--- src/exs_pkg.sv ---
/*
  Package for the extended-instruction execution subset: opcodes, states,
  widths and reset values.
  Assumes the core decodes each instruction into one of these opcodes before
  it reaches the execution block.
*/
package exs_pkg;
  // ---------------------------------------------------------------
  // widths and reset values
  // ---------------------------------------------------------------
  localparam int EXS_DATA_W = 8;
  localparam int EXS_WORD_W = 16;
  localparam int EXS_ADDR_W = 16;
  localparam logic [7:0] EXS_LAST_PAGE = 8'hFF; // highest page of program memory
  localparam logic [7:0] EXS_BYTE_RST = 8'h00;
  localparam logic [15:0] EXS_ADDR_RST = 16'h0000;

  // ---------------------------------------------------------------
  // decoded opcodes
  // ---------------------------------------------------------------
  typedef enum logic [3:0] {
    OP_NIBBLE_SWAP_TO_WORKING = 4'h0,
    OP_SKIP_IF_ZERO = 4'h1,
    OP_COPY_SKIP_IF_ZERO = 4'h2,
    OP_SKIP_IF_BIT_ZERO = 4'h3,
    OP_TABLE_READ_CURRENT_PAGE = 4'h4,
    OP_TABLE_READ_FINAL_PAGE = 4'h5,
    OP_INCREMENT_THEN_TABLE_READ = 4'h6,
    OP_INCREMENT_THEN_FINAL_PAGE_READ = 4'h7,
    OP_XOR_INTO_WORKING = 4'h8,
    OP_XOR_INTO_MEMORY = 4'h9
  } exs_op_t;

  // ---------------------------------------------------------------
  // sequencer states
  // ---------------------------------------------------------------
  typedef enum logic [1:0] {
    ST_IDLE = 2'b00,
    ST_TABLE_WAIT = 2'b01,
    ST_DUMMY = 2'b10
  } exs_state_t;
endpackage

--- src/exs_core.sv ---
/*
  Execution block for swap, skip, table-read and XOR extended instructions.
  Assumes the core presents the addressed data byte on mem_rdata in the cycle
  the instruction is offered, and program memory answers in the cycle that
  prog_re is high with the word on prog_rdata. The core applies mem_we to the
  addressed byte and inserts a dummy cycle when skip is seen.
*/
// What this block does
// - the nibble swap puts the byte's high nibble into the working low nibble and its low nibble into the high one, flags kept.
// - the byte skip test skips the next instruction when the addressed byte is zero.
// - every skip-type test takes two cycles, the second being a dummy cycle.
// - the copy-and-skip loads the byte into the working register and skips when it is zero.
// - the bit skip test skips only when the selected bit is zero.
// - the current-page table read fetches the word at current page and low pointer, low byte to memory, high byte to the latch.
// - the final-page table read does the same with the word taken from the last page.
// - the incrementing read bumps the low pointer first, then reads at high and low pointer.
// - the incrementing final-page read bumps the low pointer first, then reads the last page.
// - the XOR into working stores working XOR byte in working and sets zero from the result.
// - the XOR into memory writes working XOR byte back to memory and sets zero from the result.
// - skip tests, copy-and-skip and all table reads leave the flags unchanged.
`timescale 1ns/100ps
`default_nettype none
module exs_core
  import exs_pkg::*;
(
  input wire logic clk,
  input wire logic reset,
  input wire logic instr_valid,
  input wire logic [3:0] instr_op,
  input wire logic [2:0] bit_sel,
  input wire logic [7:0] mem_rdata,
  input wire logic [7:0] pc_page,
  input wire logic [15:0] prog_rdata,
  input wire logic ptr_low_load,
  input wire logic ptr_high_load,
  input wire logic [7:0] ptr_wdata,
  output logic busy,
  output logic skip,
  output logic mem_we,
  output logic [7:0] mem_wdata,
  output logic prog_re,
  output logic [15:0] prog_addr,
  output logic [7:0] working,
  output logic zero_flag,
  output logic [7:0] table_pointer_low,
  output logic [7:0] table_pointer_high,
  output logic [7:0] table_high_byte_latch
);

  // ---------------------------------------------------------------
  // state
  // ---------------------------------------------------------------
  typedef struct packed {
    exs_state_t st;
    logic busy;
    logic skip;
    logic mem_we;
    logic [7:0] mem_wdata;
    logic prog_re;
    logic [15:0] prog_addr;
    logic [7:0] working;
    logic zero;
    logic [7:0] tpl;
    logic [7:0] tph;
    logic [7:0] tbh;
  } exs_regs_t;

  exs_regs_t s_r;
  exs_regs_t s_nxt;
  logic take;
  exs_op_t op;

  // zero test shared by skips and flag updates
  function automatic logic exs_is_zero(input logic [7:0] v);
    exs_is_zero = (v == EXS_BYTE_RST);
  endfunction

  assign take = instr_valid && !s_r.busy;
  assign op = exs_op_t'(instr_op);

  // ---------------------------------------------------------------
  // next-state logic
  // ---------------------------------------------------------------
  always_comb
  begin
    logic [7:0] x;
    x = s_r.working ^ mem_rdata;
    s_nxt = s_r;
    s_nxt.skip = 1'b0;
    s_nxt.mem_we = 1'b0;
    s_nxt.prog_re = 1'b0;
    // pointer loads from the core; an increment in the same cycle wins
    if (ptr_low_load)
    begin
      s_nxt.tpl = ptr_wdata;
    end
    if (ptr_high_load)
    begin
      s_nxt.tph = ptr_wdata;
    end
    case (s_r.st)
      ST_IDLE:
      begin
        if (take)
        begin
          case (op)
            OP_NIBBLE_SWAP_TO_WORKING:
            begin
              s_nxt.working = {mem_rdata[3:0], mem_rdata[7:4]};
            end
            OP_SKIP_IF_ZERO:
            begin
              s_nxt.skip = exs_is_zero(mem_rdata);
              s_nxt.st = ST_DUMMY;
              s_nxt.busy = 1'b1;
            end
            OP_COPY_SKIP_IF_ZERO:
            begin
              s_nxt.working = mem_rdata;
              s_nxt.skip = exs_is_zero(mem_rdata);
              s_nxt.st = ST_DUMMY;
              s_nxt.busy = 1'b1;
            end
            OP_SKIP_IF_BIT_ZERO:
            begin
              s_nxt.skip = !mem_rdata[bit_sel];
              s_nxt.st = ST_DUMMY;
              s_nxt.busy = 1'b1;
            end
            OP_TABLE_READ_CURRENT_PAGE, OP_TABLE_READ_FINAL_PAGE,
            OP_INCREMENT_THEN_TABLE_READ, OP_INCREMENT_THEN_FINAL_PAGE_READ:
            begin
              s_nxt.prog_re = 1'b1;
              s_nxt.st = ST_TABLE_WAIT;
              s_nxt.busy = 1'b1;
              case (op)
                OP_TABLE_READ_CURRENT_PAGE:
                  s_nxt.prog_addr = {pc_page, s_r.tpl};
                OP_TABLE_READ_FINAL_PAGE:
                  s_nxt.prog_addr = {EXS_LAST_PAGE, s_r.tpl};
                OP_INCREMENT_THEN_TABLE_READ:
                begin
                  s_nxt.tpl = s_r.tpl + 8'h01;
                  s_nxt.prog_addr = {s_r.tph, s_r.tpl + 8'h01};
                end
                default:
                begin
                  s_nxt.tpl = s_r.tpl + 8'h01;
                  s_nxt.prog_addr = {EXS_LAST_PAGE, s_r.tpl + 8'h01};
                end
              endcase
            end
            OP_XOR_INTO_WORKING:
            begin
              s_nxt.working = x;
              s_nxt.zero = exs_is_zero(x);
            end
            OP_XOR_INTO_MEMORY:
            begin
              s_nxt.mem_we = 1'b1;
              s_nxt.mem_wdata = x;
              s_nxt.zero = exs_is_zero(x);
            end
            default:
            begin
              s_nxt.st = ST_IDLE; // unknown opcodes do nothing
            end
          endcase
        end
      end
      ST_TABLE_WAIT:
      begin
        // word arrives now: low byte to memory, high byte to the latch
        s_nxt.mem_we = 1'b1;
        s_nxt.mem_wdata = prog_rdata[7:0];
        s_nxt.tbh = prog_rdata[15:8];
        s_nxt.st = ST_IDLE;
        s_nxt.busy = 1'b0;
      end
      ST_DUMMY:
      begin
        s_nxt.st = ST_IDLE; // second cycle of a skip test
        s_nxt.busy = 1'b0;
      end
      default:
      begin
        s_nxt.st = ST_IDLE;
        s_nxt.busy = 1'b0;
      end
    endcase
  end

  // ---------------------------------------------------------------
  // state register
  // ---------------------------------------------------------------
  always_ff @(posedge clk or posedge reset)
  begin
    if (reset)
    begin
      s_r <= '{st: ST_IDLE, busy: 1'b0, skip: 1'b0, mem_we: 1'b0, mem_wdata: EXS_BYTE_RST,
               prog_re: 1'b0, prog_addr: EXS_ADDR_RST, working: EXS_BYTE_RST, zero: 1'b0,
               tpl: EXS_BYTE_RST, tph: EXS_BYTE_RST, tbh: EXS_BYTE_RST};
    end
    else
    begin
      s_r <= s_nxt;
    end
  end

  // outputs straight from the state register
  assign busy = s_r.busy;
  assign skip = s_r.skip;
  assign mem_we = s_r.mem_we;
  assign mem_wdata = s_r.mem_wdata;
  assign prog_re = s_r.prog_re;
  assign prog_addr = s_r.prog_addr;
  assign working = s_r.working;
  assign zero_flag = s_r.zero;
  assign table_pointer_low = s_r.tpl;
  assign table_pointer_high = s_r.tph;
  assign table_high_byte_latch = s_r.tbh;
endmodule
`default_nettype wire

--- config.mk ---
export PLATFORM = sky130hd
export DESIGN_NAME = exs_core
export DESIGN_NICKNAME = d
export VERILOG_FILES = /design/src/exs_pkg.sv /design/src/exs_core.sv
export SDC_FILE = /design/constraint.sdc
export NUM_CORES = 1
export LEC_CHECK = 0
export ABC_AREA = 1
export BUFFER_PORTS_ARGS = -buffer_cell sky130_fd_sc_hd__buf_4
export CORE_MARGIN = 4
export CORE_UTILIZATION = 45
export CTS_CLUSTER_DIAMETER = 30
export CTS_CLUSTER_SIZE = 30
export DETAILED_ROUTE_END_ITERATION = 16
export PLACE_DENSITY = 0.72
export SLEW_MARGIN = 10
export SYNTH_ARGS = -nofsm -noshare
export SYNTH_HDL_FRONTEND = slang
export SYNTH_SLANG_ARGS = --single-unit
--- constraint.sdc ---
create_clock -name clk -period 6.68 [get_ports clk]
set_input_delay 1.67 -clock clk [delete_from_list [all_inputs] [get_ports clk]]
set_output_delay 1.67 -clock clk [all_outputs]
set_load 0.005 [all_outputs]
==> impl_metrics.csv <==
group,metric,value,unit
finish,mostFrequentLayoutCells,"nand2_1 (168), buf_4 (113), dfrtp_1 (63)",
floorplan,die_w,102,um
power,power_frac_comb,13.0,%
critical_path,worstSetupStartpointType,"register",
drt,viasPerCell,4.94,
global_routing,grt.total_usage,19.1,%
global_routing,overflow,0,
critical_path,cp_num_cells,1,
synthesis,yosys_warnings,0,
clock_tree,post_cts_buffers,0,
status,status,"complete, no violations",
power,p_leak,2.50,nW
hold_path,hold_depth,2,
floorplan,initial_core_util,47.2,%
synthesis,synthArstFlopShare,100,%
finish,syn2layout_area_growth,17.4,%
timing,clock.fmax,378,MHz
clock_tree,cts.repair.resized,0,
synthesis,synth_cell_types,34,
timing,hold_viol,0,
drt,vias,3292,
placement,place_congestion,0.856,
critical_path,path_delay_family,"flip-flops",
critical_path,r2r_cells,4,
clock_tree,holdBufCountCts,0,
floorplan,io_pins,113,
clock_tree,clkSlewWorstSetupHoldPaths,70,ps
floorplan,die_h,102,um
drt,wire_per_inst,14.6,um
power,ir_drop,0.0814,mV
power,p_per_area,193,mW/mm2
drt,dr.pass1.iters,5,
global_routing,grt_pass1_vias,3081,
floorplan,core,0.00838,mm2
critical_path,cp.required,5010,ps
critical_path,slowest_delay,460,ps
timing,min_period_over_period,39.6,%
timing,max_slew.worst_pin.slew,807,ps
timing,finalSetupViolCount,0,
power,power.net_switching,0.000222,W
placement,io_buffers,112,
clock_tree,clk_path_buf_depth,2,
power,switching_share,24.8,%
hold_path,hold_path.class,"register to register",
timing,relSlewSlack,46.2,%
timing,fin_worst_skew,12.7,ps
synthesis,synth_flop_cell,"dfrtp_1",
flow_run,drv_cap,0,
drt,drt_iter0_markers,169,
finish,layout_commonest_cell,"nand2_1",
clock_tree,ctsRootBufferMaster,"clkbuf_8",
synthesis,synthCells,503,
critical_path,crit_arrival,980,ps
critical_path,critical_path.endpoint_type,"primary output",
clock_tree,htreeDepth,3,
power,fin_total_pwr,0.000898,W
synthesis,syn_avg_cell_area,7.87,um2
global_routing,grt_max_degree,64,
floorplan,dieArea,0.0104,mm2
clock_tree,clock_latency,340,ps
power,pwr-share-seq,44.8,%
placement,dpl_cell_area,0.00442,mm2
critical_path,critPathBufInv,1,
clock_tree,clkSinkCount,63,
finish,fin_cells,667,
synthesis,syn_area,0.00396,mm2
synthesis,ys_seq_area_share,39.8,%
timing,setup_tns,0,ps
clock_tree,cts_tree,"built",
synthesis,synth.net_count,556,
clock_tree,cts_buffers,9,
drt,drt_wl_total,9720,um
global_routing,grt_pass1_wl,15400,um
drt,ant_nets,0,
critical_path,crit_slowest_cell,"dfrtp_1",
timing,fin_crit,2650,ps
power,clock_power_share,42.1,%
timing,hold_ws,477,ps
finish,final_area,0.00465,mm2
critical_path,path_cells,"buf_4",
finish,drive_above_1_share,29.7,%
placement,dpl.hpwl,7290,um
power,power.internal,0.000675,W
critical_path,crit_fanout,5,
timing,maxSlewViolCount,0,
drt,route.detailed.drc,0,
timing,rsz0062_at_grt,"no",
synthesis,synth_edf_count,0,
global_routing,antenna_found_initial,0,
placement,place_inst,651,
critical_path,crit_type,"register to primary output",
floorplan,row_count,33,
synthesis,ys_ff_latch,63,
finish,layout.nets,610,
finish,diodes,0,
metrics by stage:
stage	setup WS, ps	util [%]
after floorplan	3440	-
after global placement	3800	52.8
after detailed placement	3770	52.8
after CTS	4030	55.4
after global routing	3990	55.4
final	4030	55.4
metal layers:
metal	track usage, %	share of wire (%)	vias to the layer above
met1	26.4	45	1553
met4	6.85	1.5	0
met5	0	0	-
met2	30.1	48	89
met3	3.44	5.7	14
li1	-	-	1636
final timing paths:
path	start	endpoint	slack, ps
min in group asynchronous	reset	prog_addr[2]$_DFFE_PP0P_	1560
hold reg to reg	table_high_byte_latch[0]$_DFFE_PP0N_	table_high_byte_latch[0]$_DFFE_PP0N_	480
setup / recovery	table_pointer_low[3]$_DFF_PP0_	table_pointer_low[3]	4030
setup reg to reg	s_r[62]$_DFFE_PP0P_	mem_wdata[2]$_DFFE_PP0P_	5050
max in group asynchronous	reset	skip$_DFF_PP0_	4580
hold / removal	table_high_byte_latch[0]$_DFFE_PP0N_	table_high_byte_latch[0]$_DFFE_PP0N_	480
cells in the mapped netlist (all sizes together), types with 4 or more instances:
| cell type | count | area [um2] |
|---|---|---|
| dfrtp | 63 | 1580 |
| mux2 | 8 | 90.1 |
| xnor2 | 9 | 78.8 |
| xor2 | 10 | 87.6 |
| a21oi | 12 | 60.1 |
| clkbuf | 6 | 22.5 |
| inv | 38 | 143 |
| buf | 64 | 492 |
| o21ai | 30 | 161 |
| nand2 | 176 | 719 |
| nor2 | 26 | 164 |
| nand4 | 4 | 31.3 |
| nand3 | 47 | 248 |
power by group through the flow:
stage | logic [W] | registers, W | clock network, W
final | 0.000117 | 0.000403 | 0.000378
after global routing | 0.000130 | 0.000403 | 0.000404
after CTS | 0.000118 | 0.000402 | 0.000386
after detailed placement | 0.000117 | 0.000410 | 0
after global placement | 0.000116 | 0.000409 | 0
after floorplan | 0.0000760 | 0.000404 | 0
sequential cells by signal (all words and copies together) (netlist names):
register,count
s_r,2
working,8
mem_we,1
table_high_byte_latch,8
zero_flag,1
busy,1
prog_addr,16
prog_re,1
table_pointer_high,8
skip,1
mem_wdata,8
table_pointer_low,8
layout make-up:
class	count	area [um2]
Tap cell	105	131
Sequential cell	63	1580
Multi-Input combinational cell	329	1690
Clock inverter	3	65.1
Inverter	41	173
Clock buffer	13	159
Timing Repair Buffer	113	848
Fill cell	804	3730
tightest hold or removal path, stage by stage, from the launching register on:
cell     delay (ps)
dfrtp_1         350
nand2_1          50
nand2_1          50
logic make-up (layout without fill, tap and decap cells):
logic type | Yosys count | after routing | synth area share, %
compound gates | 44 | 44 | 5.94
xor+xnor | 19 | 19 | 4.20
fa+ha+maj | 1 | 1 | 0.316
buf+inv | 111 | 170 | 17.4
flops | 63 | 63 | 39.8
mux | 8 | 8 | 2.28
simple gates | 257 | 257 | 30.1
(Power assumes the default switching activity.)
